File: config.mk
export PLATFORM = sky130hd
export DESIGN_NAME = fsr_status_read
export DESIGN_NICKNAME = d
export VERILOG_FILES = /design/src/core/fsr_pkg.sv /design/src/core/fsr_status_read.sv /design/src/core/fsr_sync.sv
export SDC_FILE = /design/constraint.sdc
export NUM_CORES = 1
export LEC_CHECK = 0
export ABC_CLOCK_PERIOD_IN_PS = 4550
export BUFFER_PORTS_ARGS = -buffer_cell sky130_fd_sc_hd__buf_2
export CAP_MARGIN = 10
export CORE_ASPECT_RATIO = 1.4
export CORE_UTILIZATION = 40
export CTS_CLUSTER_DIAMETER = 200
export DETAILED_ROUTE_END_ITERATION = 10
export GPL_TIMING_DRIVEN = 1
export SLEW_MARGIN = 20
export SYNTH_ARGS = -nofsm -noshare
export SYNTH_HDL_FRONTEND = slang
export SYNTH_SLANG_ARGS = --single-unit
File: constraint.sdc
create_clock -name CLK -period 4.55 [get_ports CLK]
set_input_delay 0.455 -clock CLK [delete_from_list [all_inputs] [get_ports CLK]]
set_output_delay 0.455 -clock CLK [all_outputs]
set_load 0.03 [all_outputs]
File: src/core/fsr_pkg.sv
// Functional notes
// - Two-byte status register with busy and protection
// - Status read accepted even while busy
// - After opcode, one status bit per clock
// - Byte pair repeats while select held
// - Each repetition samples live status
// - Ready/busy in both bytes, refreshed per byte
// - Above limit host reads four bytes
// - Select deassert ends read, output released
// - First bit 7 lock flag, resets 0
// - Reserved bits read as zero
// - First bit 5 read-only error flag
// - First bit 4 mirrors protect pin level
// - First bits 3:2 software protection field
// - First bit 1 write enable latch
// - Bit 0 of each byte ready/busy
// - First-byte write changes bit 7 only
// - Second bit 4 reset command enable
// - Second bit 3 lockdown enable
// - Second bit 2 program suspend flag
// - Second bit 1 erase suspend flag
// - Second-byte write changes bits 4,3 only
// - Protect pin held: lock only 0 to 1
package fsr_pkg;
  localparam logic [7:0] OPC_READ_STATUS = 8'h05;
  localparam logic [7:0] OPC_WRITE_FIRST = 8'h01;
  localparam logic [7:0] OPC_WRITE_SECOND = 8'h31;
  localparam int FIRST_LOCK_BIT = 7;
  localparam int FIRST_RSVD_BIT = 6;
  localparam int FIRST_ERROR_BIT = 5;
  localparam int FIRST_PIN_BIT = 4;
  localparam int FIRST_SOFT_PROT_LSB = 2;
  localparam int FIRST_WR_EN_BIT = 1;
  localparam int BUSY_BIT = 0;
  localparam int SECOND_RSVD_LSB = 5;
  localparam int SECOND_RST_EN_BIT = 4;
  localparam int SECOND_LOCKDOWN_BIT = 3;
  localparam int SECOND_PROG_SUSP_BIT = 2;
  localparam int SECOND_ERASE_SUSP_BIT = 1;
  localparam logic LOCK_RESET = 1'b0;
  localparam logic RST_EN_RESET = 1'b0;
  localparam logic LOCKDOWN_RESET = 1'b0;
  localparam int SYNC_STAGES = 2;
endpackage : fsr_pkg

File: src/core/fsr_status_read.sv
`timescale 1ns/100ps
module fsr_status_read (
  input wire logic CLK,
  input wire logic RESETN,
  input wire logic SCK,
  input wire logic CS_N,
  input wire logic SI,
  input wire logic WP_N,
  output logic SO_OUT,
  output logic SO_OE,
  input wire logic BUSY,
  input wire logic ERROR_FLAG,
  input wire logic [1:0] SOFT_PROTECT,
  input wire logic WRITE_ENABLE,
  input wire logic PROG_SUSPEND,
  input wire logic ERASE_SUSPEND,
  output logic PROTECTION_LOCK,
  output logic RESET_CMD_ENABLE,
  output logic LOCKDOWN_ENABLE
);
  typedef enum logic [2:0] {
    ST_OPCODE,
    ST_STATUS,
    ST_WR_FIRST,
    ST_WR_SECOND,
    ST_IGNORE
  } fsr_state_e;

  logic [3:0] pins_s;
  logic sck_s;
  logic cs_n_s;
  logic si_s;
  logic wp_n_s;
  logic sck_d;
  logic sck_rise;
  logic sck_fall;

  fsr_sync #(
    .WIDTH(4),
    // Clock high, deselected, protect pin released: no frame before pins settle
    .INIT(4'hd)
  ) u_sync (
    .CLK(CLK),
    .RESETN(RESETN),
    .D({SCK, CS_N, SI, WP_N}),
    .Q(pins_s)
  );

  assign sck_s = pins_s[3];
  assign cs_n_s = pins_s[2];
  assign si_s = pins_s[1];
  assign wp_n_s = pins_s[0];
  assign sck_rise = sck_s && !sck_d;
  assign sck_fall = !sck_s && sck_d;

  fsr_state_e state;
  fsr_state_e next_state;
  logic [2:0] bit_cnt;
  logic [2:0] next_bit_cnt;
  logic [7:0] in_shift;
  logic [7:0] next_in_shift;
  logic [2:0] out_idx;
  logic [2:0] next_out_idx;
  logic byte_sel;
  logic next_byte_sel;
  logic [7:0] out_hold;
  logic [7:0] next_out_hold;
  logic so;
  logic next_so;
  logic oe;
  logic next_oe;
  logic prot_lock;
  logic next_prot_lock;
  logic reset_en;
  logic next_reset_en;
  logic lock_en;
  logic next_lock_en;
  logic [7:0] first_byte;
  logic [7:0] second_byte;
  logic [7:0] rx_byte;
  logic [7:0] live_byte;

  // Live status assembly, no snapshot held between bytes
  always_comb begin
    first_byte = 8'h00;
    first_byte[fsr_pkg::FIRST_LOCK_BIT] = prot_lock;
    first_byte[fsr_pkg::FIRST_ERROR_BIT] = ERROR_FLAG;
    first_byte[fsr_pkg::FIRST_PIN_BIT] = wp_n_s;
    first_byte[fsr_pkg::FIRST_SOFT_PROT_LSB +: 2] = SOFT_PROTECT;
    first_byte[fsr_pkg::FIRST_WR_EN_BIT] = WRITE_ENABLE;
    first_byte[fsr_pkg::BUSY_BIT] = BUSY;
    second_byte = 8'h00;
    second_byte[fsr_pkg::SECOND_RST_EN_BIT] = reset_en;
    second_byte[fsr_pkg::SECOND_LOCKDOWN_BIT] = lock_en;
    second_byte[fsr_pkg::SECOND_PROG_SUSP_BIT] = PROG_SUSPEND;
    second_byte[fsr_pkg::SECOND_ERASE_SUSP_BIT] = ERASE_SUSPEND;
    second_byte[fsr_pkg::BUSY_BIT] = BUSY;
  end

  assign rx_byte = {in_shift[6:0], si_s};
  assign live_byte = byte_sel ? second_byte : first_byte;

  always_comb begin
    next_state = state;
    next_bit_cnt = bit_cnt;
    next_in_shift = in_shift;
    next_out_idx = out_idx;
    next_byte_sel = byte_sel;
    next_out_hold = out_hold;
    next_so = so;
    next_oe = oe;
    next_prot_lock = prot_lock;
    next_reset_en = reset_en;
    next_lock_en = lock_en;
    if (cs_n_s) begin
      // Abort at any bit position and release the line
      next_state = ST_OPCODE;
      next_bit_cnt = 3'd0;
      next_out_idx = 3'd0;
      next_byte_sel = 1'b0;
      next_oe = 1'b0;
      next_so = 1'b0;
    end else begin
      case (state)
        ST_OPCODE: begin
          if (sck_rise) begin
            next_in_shift = rx_byte;
            next_bit_cnt = bit_cnt + 3'd1;
            if (bit_cnt == 3'd7) begin
              // Busy does not gate the read opcode
              if (rx_byte == fsr_pkg::OPC_READ_STATUS) begin
                next_state = ST_STATUS;
              end else if (rx_byte == fsr_pkg::OPC_WRITE_FIRST) begin
                next_state = ST_WR_FIRST;
              end else if (rx_byte == fsr_pkg::OPC_WRITE_SECOND) begin
                next_state = ST_WR_SECOND;
              end else begin
                next_state = ST_IGNORE;
              end
            end
          end
        end
        ST_STATUS: begin
          if (sck_fall) begin
            next_oe = 1'b1;
            next_out_idx = out_idx + 3'd1;
            if (out_idx == 3'd0) begin
              // Fresh capture at each byte start keeps the byte coherent
              next_out_hold = live_byte;
              next_so = live_byte[7];
            end else begin
              next_so = out_hold[3'd7 - out_idx];
            end
            if (out_idx == 3'd7) begin
              // Valid from the first byte, so a four-byte read also holds
              next_byte_sel = !byte_sel;
            end
          end
        end
        ST_WR_FIRST: begin
          if (sck_rise) begin
            next_in_shift = rx_byte;
            next_bit_cnt = bit_cnt + 3'd1;
            if (bit_cnt == 3'd7) begin
              next_state = ST_IGNORE;
              // Pin held low only allows locking
              if (WRITE_ENABLE && (wp_n_s || rx_byte[fsr_pkg::FIRST_LOCK_BIT])) begin
                next_prot_lock = rx_byte[fsr_pkg::FIRST_LOCK_BIT];
              end
            end
          end
        end
        ST_WR_SECOND: begin
          if (sck_rise) begin
            next_in_shift = rx_byte;
            next_bit_cnt = bit_cnt + 3'd1;
            if (bit_cnt == 3'd7) begin
              next_state = ST_IGNORE;
              if (WRITE_ENABLE) begin
                next_reset_en = rx_byte[fsr_pkg::SECOND_RST_EN_BIT];
                next_lock_en = rx_byte[fsr_pkg::SECOND_LOCKDOWN_BIT];
              end
            end
          end
        end
        default: begin
          next_state = ST_IGNORE;
        end
      endcase
    end
  end

  always_ff @(posedge CLK or negedge RESETN) begin
    if (!RESETN) begin
      sck_d <= 1'b1;
      state <= ST_OPCODE;
      bit_cnt <= 3'd0;
      in_shift <= 8'h00;
      out_idx <= 3'd0;
      byte_sel <= 1'b0;
      out_hold <= 8'h00;
      so <= 1'b0;
      oe <= 1'b0;
      prot_lock <= fsr_pkg::LOCK_RESET;
      reset_en <= fsr_pkg::RST_EN_RESET;
      lock_en <= fsr_pkg::LOCKDOWN_RESET;
    end else begin
      sck_d <= sck_s;
      state <= next_state;
      bit_cnt <= next_bit_cnt;
      in_shift <= next_in_shift;
      out_idx <= next_out_idx;
      byte_sel <= next_byte_sel;
      out_hold <= next_out_hold;
      so <= next_so;
      oe <= next_oe;
      prot_lock <= next_prot_lock;
      reset_en <= next_reset_en;
      lock_en <= next_lock_en;
    end
  end

  assign SO_OUT = so;
  assign SO_OE = oe;
  assign PROTECTION_LOCK = prot_lock;
  assign RESET_CMD_ENABLE = reset_en;
  assign LOCKDOWN_ENABLE = lock_en;
endmodule : fsr_status_read

File: src/core/fsr_sync.sv
`timescale 1ns/100ps
module fsr_sync #(
  parameter int WIDTH = 1,
  parameter logic [WIDTH-1:0] INIT = '0
) (
  input wire logic CLK,
  input wire logic RESETN,
  input wire logic [WIDTH-1:0] D,
  output logic [WIDTH-1:0] Q
);
  logic [WIDTH-1:0] meta;

  // First stage feeds only the second stage
  always_ff @(posedge CLK or negedge RESETN) begin
    if (!RESETN) begin
      meta <= INIT;
      Q <= INIT;
    end else begin
      meta <= D;
      Q <= meta;
    end
  end
endmodule : fsr_sync

======== After elaboration in Yosys (flattened, before gate mapping) ========
Cells that the tools add are included.
word-level totals
  register bits ........................... 39
  bits in latches ......................... 0
  RAM bits ................................ 0
  memory bits (read-only) ................. 0
  input port bits ......................... 13
  logic and storage cells ................. 85
  memories ................................ 0
cells by class
  add/sub/neg operators ................... 3
  multiply operators ...................... 0
  div/mod/pow operators ................... 0
  $lt $le $gt $ge ......................... 1
  equal/unequal tests ..................... 13
  shift operators ......................... 0
  mux-type cells .......................... 29
  bitwise gates (word level) .............. 1
  reduce and logical (&&, ||, !) cells .... 24
operators with widths
  kind                                                   number
  two-way mux 3 bit                                      14
  AND reduction 5 bit                                    3
  two-way mux 1 bit                                      12
  nonzero test 2 bit                                     5
  case mux 3 bit (3 select lines)                        1
  equality test 8 x 1 -> 1 bit, second input constant    1
  equality test 8 x 3 -> 1 bit, second input constant    1
  equality test 8 x 6 -> 1 bit, second input constant    1
  two-way mux 8 bit                                      1
  adder 3 x 1 -> 3 bit, second input constant            2
  equality test 3 x 2 -> 1 bit, second input constant    2
  equality test 3 bit, second input constant             2
  zero test 3 bit                                        2
  inequality test 3 x 1 -> 1 bit, second input constant  2
  inequality test 3 x 2 -> 1 bit, second input constant  2
  AND reduction 3 bit                                    2
  < comparator 3 x 4 -> 1 bit, second input constant     1
  AND reduction 2 bit                                    2
  AND reduction 4 bit                                    1
  binary-select mux 1 bit (select 3 bit)                 1
  equality test 3 x 1 -> 1 bit, second input constant    1
  logical AND 1 bit                                      3
  zero test 1 bit                                        3
  OR reduction 3 bit                                     1
  other kinds (5)                                        5

======== Logic depth before layout (Yosys ltp) ========
Gate-level depths: netlist (run 1).
  word-level depth ........................ 8
  depth in mapped cells ................... 7

======== Hierarchy ========
A second synthesis (run 1) with hierarchy kept.
unflattened totals
  cell total of the unflattened synthesis .. 139
  area total of the unflattened synthesis .. 1,695.4 µm²
modules (own cells, without submodules)
  module           instances  cells each  area an instance (µm²)  sequential area each (µm²)
  fsr_status_read  1          131         1,487.7                 752.0
  fsr_sync         1          8           207.7                   207.7

======== Least setup slack after synthesis (run 1) ========
Ideal clock, no wire load.
  path type ............................... register to register
  from .................................... register bit_cnt[0]
  to ...................................... register state[1]
  arrival time ............................ 1.515 ns
  path slack .............................. 2.957 ns
  cell stages (with the launch flop) ...... 7
  clock period less this slack ............ 1.593 ns
  cell sequence ........................... dfrtp_1 -> ha_1 -> ha_1 -> and3b_1 -> a21oi_1 -> or4b_1 -> a21oi_1
on the way
  word-level cells in the longest chain between the ends .. 3
ends and longest elaborated chain
  element                                                                                            line                                                                    text
  start, declared                                                                                    fsr_status_read.sv:58                                                   logic [2:0] bit_cnt;
  start signal, assigned                                                                             fsr_status_read.sv:210                                                  bit_cnt <= next_bit_cnt;
  equality test 3 bit *                                                                              fsr_status_read.sv:129, fsr_status_read.sv:164, fsr_status_read.sv:177
  inequality test 3 x 2 -> 1 bit (no source line) or inequality test 3 x 1 -> 1 bit (tied branches)  -
  AND reduction 5 bit (no source line) *                                                             -
  end signal, assigned                                                                               fsr_status_read.sv:209                                                  state <= next_state;
  end, declared                                                                                      fsr_status_read.sv:56                                                   fsr_state_e state;
Mark *: on every way between the ends. The rest lies on a longest branch, timed or not.
A chain may end at the register's enable or synchronous reset.

======== Worst setup path after layout (run 1) ========
  from .................................... register state[2]
  to ...................................... register out_hold[0]
on the way
  word-level cells in the longest chain between the ends .. 2
ends and longest elaborated chain
  element                               line                    text
  equality test 3 x 1 -> 1 bit          fsr_status_read.sv:124  case (state)
  AND reduction 4 bit (no source line)  -
  end signal, assigned                  fsr_status_read.sv:214  out_hold <= next_out_hold;
  end, declared                         fsr_status_read.sv:66   logic [7:0] out_hold;
Every way passes these cells.

==> results.yml, run 1 <==
run_status:
  result_of_the_run: "finished with violations"
  violations: "DRC"
routing:
  route.detailed.drc: 4
  ant_nets: 0
  first_pass_iters: 7
  detail_route.wirelength_mm: 2.891
  drt-initial-drc-count: 33
  avgRoutedWirePerCell_um: 14.31
  vias_per_cell: 5.411
  via_count: 1093
logic_synthesis:
  yosys_register_bits: 38
  synth_top_flop_cell: "dfrtp_1"
  yosysUniqueCellTypes: 38
  postSynthAreaPerCell_sq_um: 12.07
  synth.yosys.seq_area_share_pct: 57.20
  number_of_synthesized_flops_with_an_enable_pin: 0
  synth_warnings: 0
  syn_inst: 139
  synth_fp_nets: 157
  synthMostInstantiatedCell: "dfrtp_1"
  asyncSetResetFlopFracSynth_pct: 100.0
  mapped_area_sq_um: 1678
  netlist.top_cell.by_area: "dfrtp_1"
  synth_commonest_cells: "31 x dfrtp_1, 15 x nor2_1, 11 x mux2_1, 11 x nand2_1, 9 x mux2i_1"
  synth_top_area_share_pct: 46.23
  synth.area.top_cells: "dfrtp_1 46%, dfstp_2 11%, mux2_1 7.4%"
cts:
  tritoncts_num_sinks: 38
  cts_inserted_buffers: 5
  clk_pin_slew_ps: 70
  tritoncts: "built"
  cts_h_tree_depth: 2
  cts_root_buffer: "clkbuf_8"
  ctsLongestPathBuffers: 2
  post-cts-setup-buffers: 0
  clk_latency_ps: 290
  post_cts_resize_count: 0
  cts-hold-fix-buffers: 0
critical_path:
  ff2ff_setup_slack_ps: 2640
  arrival_ps: 2080
  path_delay_family: "simple AND/OR/NAND/NOR gates"
  worst_setup_path_start_kind: "register"
  required_ps: 4720
  crit_fanout: 13
  critical-path-max-stage-delay_ps: 480
  crit_path_end_kind: "register"
  worst-setup-path-type: "register to register"
  worstPathCellList: "nor4b_2 > nand4_1 > mux2_1"
  critical_path_buf_inv_count: 0
  crit_slowest_cell: "nand4_1"
finish:
  number_of_antenna_diodes: 0
  filler_cell_count: 383
  num-nets-final: 176
  multi_input_comb_area_sq_um: 689.4
  layout.cell_area.non_filler_sq_um: 1887
  layout-drive-gt1-share_pct: 24.53
  ff_latch_area_sq_um: 959.7
  flow.area_growth_from_synthesis_pct: 12.45
  final_util_pct: 47.33
sta:
  timing.final.crit_share_pct: 42.02
  finalHoldViolations: 0
  clock_skew_ps: 6.501
  worst_slew_margin_rel_pct: 45.56
  timing.setup.tns_ps: 0
  rsz0062_at_grt: "no"
  timing.final.setup_violations: 0
  clock.fmax_ghz: 0.5231
  finalWorstPathRequiredPeriod_ps: 1912
  tightestPinTransition_ps: 816.6
  final-max-slew-violation-count: 0
placed_design:
  place_hpwl_mm: 2.122
  gp_congestion: 0.7736
  post_placement_cell_area_sq_um: 1795
  port_buffers: 17
die:
  floorplan.core_area_sq_um: 3986
  ios: 18
  floorplan.initialDensity_pct: 42.09
  die_area_sq_um: 4461
  die_h_um: 78.63
  core.rowCount: 27
  die_width_um: 56.74
global_route:
  grt_pass1_vias: 1129
  grt.overflow.total: 0
  pin_count_of_the_biggest_net_entering_global_routing: 39
  grt_first_pass_wirelength_mm: 4.912
  grt_usage_pct: 14.78
  antenna_violations_before_repair: 0
power_and_ir_drop:
  power.ir.vdd_worst_mv: 0.2139
  power.density_cell_area_nw_per_um2: 376.0
  cellLeakagePower_nw: 0.8741
run:
  drv.max_cap_violation_count: 0
min_path:
  hold_class: "primary input to asynchronous set/reset pin"
==> per-layer routing <==
layer	track usage (%)	share of wire [%]	wire, um
met3	4.448	3.9	112
met1	14.56	39	1134
met2	27.86	55	1583
met5	0	0	0
met4	6.585	2.1	61
==> logic make-up (layout without fill, tap and decap cells) <==
group           count (synthesis)  in the layout  share of synthesized area (%)
compound gates                 18             18                          6.637
xor+xnor                        3              3                          1.566
fa+ha+maj                       5              5                          3.729
buf+inv                         7             27                          1.715
flops                          38             38                          57.20
mux                            21             21                          13.42
simple gates                   47             47                          15.74
==> power breakdown <==
group,switching [mW],internal (mW)
combinational,0.0329,0.0441
clock,0.109,0.122
sequential,0.0299,0.371
==> metrics by stage <==
step | worst slack, ps | cells | hold slack, ps | power, mW
4_1_cts | 2641 | 202 | 252.7 | 0.7221
6_report | 2638 | 202 | 257.6 | 0.7094
3_5_place_dp | 2649 | 194 | 339.7 | 0.4868
5_1_grt | 2514 | 202 | 244.5 | 0.7493
3_3_place_gp | 2732 | 194 | 337.5 | 0.4813
2_1_floorplan | 2957 | 139 | 159.4 | 0.4558
==> cells in the final DEF, fill, tap and decap left out, types with 2 or more instances in the layout <==
master    synthesis  routed
dfrtp_1          31      31
buf_2             2      17
nor2_1           15      15
nand2_1          11      11
mux2_1           11      11
mux2i_1           9       9
dfstp_2           7       7
o21ai_1           6       6
clkbuf_8          0       6
ha_1              5       5
a21oi_1           4       4
nand2b_1          3       3
inv_1             2       2
nand4_1           2       2
a31oi_1           2       2
and4b_1           2       2
a311oi_1          2       2
xor2_1            2       2
==> state kept, by name (all words and copies together) (netlist names) <==
name and cells:
PROTECTION_LOCK 1, out_hold 7, SO_OE 1, byte_sel 1, out_idx 3, sck_d 1, in_shift 7, u_sync.Q 4
SO_OUT 1, u_sync.meta 4, state 3, LOCKDOWN_ENABLE 1, RESET_CMD_ENABLE 1, bit_cnt 3
==> worst register-to-register path: stages, from the launching register on <==
cell	delay, ps
dfrtp_1	440
nor4b_2	390
nand4_1	480
mux2_1	480
==> worst paths after layout <==
path / to / from / depth (start not counted)
min in group CLK: u_sync.meta[0]$_DFF_PN1_ / WP_N / 1
hold reg to reg: u_sync.Q[1]$_DFF_PN0_ / u_sync.meta[1]$_DFF_PN0_ / 0
setup / recovery: out_hold[0]$_DFFE_PN0P_ / state[2]$_DFFE_PN0P_ / 3
max in group asynchronous: state[1]$_DFFE_PN0P_ / RESETN / 1
setup reg to reg: out_hold[0]$_DFFE_PN0P_ / state[2]$_DFFE_PN0P_ / 3
hold / removal: out_hold[3]$_DFFE_PN0P_ / RESETN / 1
==> final cells by class <==
| cell class | count | share of cell area (%) |
|---|---|---|
| sequential | 38 | 50.86 |
| multi-input combinational | 94 | 36.54 |
| clock buffer | 7 | 4.576 |
| timing repair buffer | 17 | 4.509 |
| tap | 43 | 2.851 |
| inverter | 2 | 0.3979 |
| clock inverter | 1 | 0.2653 |
Power figures use the tool's default switching activity.
==> inputs of run 2 (changes only) <==
- ABC_AREA: not set -> 1
- ABC_CLOCK_PERIOD_IN_PS: 4550 -> 1860
- clock period: 4.55 -> 1.86 ns (I/O delays scaled with it)
==> results.yml, run 2 <==
critical_path:
  required_ps: 2030
  worst_setup_path_start_kind: "register"
  critical-path-max-stage-delay_ps: 440
  rr_startpoint: "out_idx[0]$_DFFE_PN0P_"
  arrival_ps: 1720
  critical_path_buf_inv_count: 1
  critical-path-top-cell-by-count: "nand2_1"
  crit_fanout: 13
  worstPathCellList: "inv_1 > ha_1 > nand2_1 > nor2_2 > nand2_2 > nand2_1 > o21ai_2"
  setup_crit_start: "out_idx[0]$_DFFE_PN0P_"
  worst-setup-path-type: "register to register"
  crit_slowest_cell: "dfrtp_1"
  crit_path_end_kind: "register"
  path_delay_family: "simple AND/OR/NAND/NOR gates"
  ff2ff_setup_slack_ps: 310
finish:
  number_of_antenna_diodes: 0
  stdcell_count: 295
  reg.largest.list: "in_shift x7, out_hold x7"
  layout_common_cells: "55 x nand2_1, 31 x dfrtp_1, 23 x inv_1, 17 x nand3_1, 17 x buf_2"
  final_common_cell: "nand2_1"
  layout-drive-gt1-share_pct: 22.13
  num-nets-final: 253
  layout.cell_area.non_filler_sq_um: 2100
  flow.area_growth_from_synthesis_pct: 14.07
logic_synthesis:
  number_of_synthesized_flops_with_an_enable_pin: 0
  asyncSetResetFlopFracSynth_pct: 100.0
  synth_top_flop_cell: "dfrtp_1"
  synth_warnings: 0
  synth_fp_nets: 228
  synth_top_area_share_pct: 42.15
  yosysUniqueCellTypes: 22
  yosys_register_bits: 38
  mapped_area_sq_um: 1841
  synth_commonest_cells: "55 x nand2_1, 31 x dfrtp_1, 23 x inv_1"
  synthMostInstantiatedCell: "nand2_1"
  synth.area.top_cells: "dfrtp_1 42%, nand2_1 11%, dfstp_2 10%"
  synth.yosys.seq_area_share_pct: 52.14
  syn_inst: 210
  postSynthAreaPerCell_sq_um: 8.764
  netlist.top_cell.by_area: "dfrtp_1"
placed_design:
  gp_congestion: 0.7585
  placed_cells_incl_taps: 283
  place_hpwl_mm: 2.572
  port_buffers: 17
  post_placement_cell_area_sq_um: 1971
routing:
  via_count: 1394
  drt-initial-drc-count: 43
  ant_nets: 0
  first_pass_iters: 4
  vias_per_cell: 4.725
  detail_route.wirelength_mm: 3.438
  route.detailed.drc: 0
  avgRoutedWirePerCell_um: 11.65
sta:
  clock_skew_ps: 5.121
  finalHoldViolations: 0
  timing.final.crit_share_pct: 83.11
  worst_slew_margin_rel_pct: 68.44
  finalWorstPathRequiredPeriod_ps: 1546
  fin_worst_hold_slack_ps: 157.3
  rsz0062_at_grt: "no"
  clock.fmax_ghz: 0.6469
  final-max-slew-violation-count: 0
  timing.setup.tns_ps: 0
  tightestPinTransition_ps: 473.3
  timing.final.setup_violations: 0
min_path:
  min_from: "BUSY"
  hold_class: "primary input to register"
die:
  die_h_um: 82.26
  core.rowCount: 28
  die_area_sq_um: 4880
  floorplan.initialDensity_pct: 42.71
  floorplan.core_area_sq_um: 4309
  ios: 18
  die_width_um: 59.33
cts:
  cts_root_buffer: "clkbuf_8"
  ctsLongestPathBuffers: 2
  cts_h_tree_depth: 2
  tritoncts: "built"
  cts_inserted_buffers: 5
  clk_pin_slew_ps: 70
  clk_latency_ps: 280
  tritoncts_num_sinks: 38
  post-cts-setup-buffers: 0
power_and_ir_drop:
  power.ir.vdd_worst_mv: 0.5494
  cellLeakagePower_nw: 1.058
  power.density_cell_area_nw_per_um2: 784.4
  overall_power_mw: 1.647
global_route:
  antenna_violations_before_repair: 0
  grt_pass1_vias: 1460
  grt_usage_pct: 17.39
  grt_first_pass_wirelength_mm: 6.216
  grt.overflow.total: 0
  pin_count_of_the_biggest_net_entering_global_routing: 39
run:
  drv.max_cap_violation_count: 0
run_status:
  result_of_the_run: "complete, no violations"
-- run 2: cell count changes after synthesis, sizes merged, moves of 4 or more --
cell,delta
mux2i,-6
mux2,-12
nand2,+46
o21ai,+17
nand2b,-4
nand4,+5
inv,+25
nand3,+16
-- run 2: timing repair --
action                    CTS  global route
resized for setup           0             0
hold buffers                5             0
hold endpoints to repair   35             0
-- run 2: cell type report --
class	count	area, sq um
Clock buffer	5	68.82
Clock inverter	2	10.01
Fill cell	432	2210
Inverter	27	101.3
Multi-Input combinational cell	140	742.0
Sequential cell	38	959.7
Tap cell	60	75.07
Timing Repair Buffer	23	142.6
-- run 2: cell families (layout without fill, tap and decap cells) --
kind of cell | Yosys count | count (layout) | synth area share (%)
AND/OR/NAND/NOR | 102 | 102 | 25.29
flip-flops | 38 | 38 | 52.14
buffers and inverters | 32 | 57 | 7.545
AO/OA/AOI/OAI | 30 | 30 | 9.993
adder cells (fa/ha/maj) | 5 | 5 | 3.399
multiplexers | 3 | 3 | 1.632
-- run 2: tightest hold or removal path, stage by stage --
cell and delay, ps:
buf_2 80, nand3_1 70, nand2_1 70
-- run 2: worst paths after layout --
| kind | endpoint | depth (start not counted) |
|---|---|---|
| max in group asynchronous | u_sync.meta[3]$_DFF_PN1_ | 3 |
| min in group asynchronous | out_hold[2]$_DFFE_PN0P_ | 3 |
| setup / recovery | out_hold[3]$_DFFE_PN0P_ | 7 |
| setup reg to reg | out_hold[3]$_DFFE_PN0P_ | 7 |
| hold reg to reg | u_sync.Q[1]$_DFF_PN0_ | 0 |
| hold / removal | out_hold[0]$_DFFE_PN0P_ | 3 |
-- run 2: routing by layer --
metal / track usage [%] / wire length [um]
met5: 0 / 0
met4: 6.429 / 54
met3: 4.517 / 134
met2: 33.15 / 1788
met1: 17.68 / 1461
-- run 2: power by group --
| group | internal, mW | total [mW] | switching [mW] |
|---|---|---|---|
| Sequential | 0.882 | 0.926 | 0.0440 |
| Combinational | 0.0745 | 0.201 | 0.127 |
| Clock | 0.251 | 0.519 | 0.268 |
| Total | 1.21 | 1.65 | 0.439 |
-- run 2: per-stage QoR --
stage	setup WS (ps)	utilization, %
6_report	314.1	48.72
5_1_grt	174.9	48.72
4_1_cts	302.5	48.72
3_5_place_dp	304.5	45.73
3_3_place_gp	321.5	45.73
2_1_floorplan	513.6	-
==> inputs of run 3 (changes only) <==
- ABC_CLOCK_PERIOD_IN_PS: 1860 -> 1600
- clock period: 1.86 -> 1.6 ns (I/O delays scaled with it)
==> results.yml, run 3 (synthesized netlist as in run 2, its figures left out) <==
run_status:
  result_of_the_run: "complete, no violations"
finish:
  final_common_cell: "nand2_1"
  layout-drive-gt1-share_pct: 23.43
  reg.largest.list: "in_shift x7, out_hold x7"
  ff_latch_area_sq_um: 959.7
  num-nets-final: 256
  number_of_antenna_diodes: 0
  stdcell_count: 299
  layout_common_cells: "55 x nand2_1, 31 x dfrtp_1, 23 x inv_1, 17 x nand3_1, 17 x buf_2"
  multi_input_comb_area_sq_um: 747.0
  filler_cell_count: 422
  flow.area_growth_from_synthesis_pct: 19.71
routing:
  route.detailed.drc: 0
  avgRoutedWirePerCell_um: 11.91
  ant_nets: 0
  first_pass_iters: 4
  via_count: 1425
  drt-initial-drc-count: 62
  vias_per_cell: 4.766
  detail_route.wirelength_mm: 3.560
placed_design:
  place_hpwl_mm: 2.598
  placed_cells_incl_taps: 286
  gp_congestion: 0.7690
  place_worst_setup_slack_ps: 118.2
  port_buffers: 17
sta:
  tightestPinTransition_ps: 484.8
  clock_skew_ps: 4.139
  post-route-worst-setup-slack_ps: 161.5
  worst_slew_margin_rel_pct: 67.68
  timing.final.setup_violations: 0
  clock.fmax_ghz: 0.6952
  rsz0062_at_grt: "no"
  final-max-slew-violation-count: 0
  timing.final.crit_share_pct: 89.91
  finalWorstPathRequiredPeriod_ps: 1439
  timing.setup.tns_ps: 0
  finalHoldViolations: 0
die:
  die_area_sq_um: 4880
  ios: 18
  die_width_um: 59.33
  core.rowCount: 28
  floorplan.core_area_sq_um: 4309
  die_h_um: 82.26
  floorplan.initialDensity_pct: 42.71
global_route:
  grt.overflow.total: 0
  antenna_violations_before_repair: 0
  grt_first_pass_wirelength_mm: 6.065
  grt_usage_pct: 17.24
  grt_pass1_vias: 1384
  pin_count_of_the_biggest_net_entering_global_routing: 39
power_and_ir_drop:
  power.ir.vdd_worst_mv: 0.5189
  power.density_cell_area_nw_per_um2: 1058
  cellLeakagePower_nw: 1.112
cts:
  cts_inserted_buffers: 5
  post-cts-setup-buffers: 0
  tritoncts: "built"
  ctsLongestPathBuffers: 2
  cts_h_tree_depth: 2
  tritoncts_num_sinks: 38
  clk_pin_slew_ps: 80
  clk_latency_ps: 290
  cts_root_buffer: "clkbuf_8"
critical_path:
  crit_path_end_kind: "register"
  required_ps: 1790
  ff2ff_setup_slack_ps: 160
  arrival_ps: 1620
  crit_fanout: 13
  worst_setup_path_start_kind: "register"
  worst-setup-path-type: "register to register"
min_path:
  hold_class: "primary input to register"
run:
  drv.max_cap_violation_count: 0
## run 3: worst paths after layout
kind,from,to,cells past startpoint
max,out_idx[0]$_DFFE_PN0P_,out_hold[3]$_DFFE_PN0P_,7
min,BUSY,out_hold[0]$_DFFE_PN0P_,3
max reg2reg,out_idx[0]$_DFFE_PN0P_,out_hold[3]$_DFFE_PN0P_,7
min reg2reg,u_sync.meta[1]$_DFF_PN0_,u_sync.Q[1]$_DFF_PN0_,0
max in group asynchronous,RESETN,u_sync.meta[3]$_DFF_PN1_,3
min in group asynchronous,RESETN,out_hold[2]$_DFFE_PN0P_,3
## run 3: worst max-delay path, stage by stage, from the launching register on
cell and delay (ps):
dfrtp_1 430, inv_1 160, ha_1 210, nand2_1 80, nor2_2 150, nand2_4 140, nand2_1 100, o21ai_2 50
## run 3: area by class of cell
cell class | count | share of cell area [%]
inverter | 27 | 4.600
multi-input combinational | 140 | 33.90
clock buffer | 6 | 3.748
clock inverter | 2 | 2.726
sequential | 38 | 43.55
tap | 60 | 3.407
timing repair buffer | 26 | 8.064
## run 3: power breakdown
part	internal, mW	total, mW	switching (mW)
clock network	0.665	1.01	0.345
registers	1.03	1.08	0.0511
logic	0.0935	0.245	0.151
total	1.78	2.33	0.547
## run 3: routing by layer
layer	part of all wire, %	wire length, um	up-vias	global-route usage [%]
met5	0	0	-	0
met3	2.8	101	5	3.894
met2	54	1914	22	31.69
li1	-	-	732	-
met4	1.4	50	0	8.333
met1	42	1494	666	18.13
## run 3: what timing repair did
item	4_1_cts	5_1_grt
hold endpoints to repair	35	0
hold buffers	5	0
resized for setup	0	1
setup endpoints to repair	0	6
## run 3: through the flow
stage | total power, mW | cell area, sq um | util (%) | hold WS, ps
final | 2.331 | 2203 | 51.13 | 98.04
after global routing | 2.447 | 2203 | 51.13 | 110.7
after CTS | 2.359 | 2198 | 51.02 | 91.12
after detailed placement | 1.330 | 2006 | 46.54 | 242.1
after global placement | 1.330 | 2006 | 46.54 | 239.3
after floorplan | 1.247 | 1841 | - | -135.6
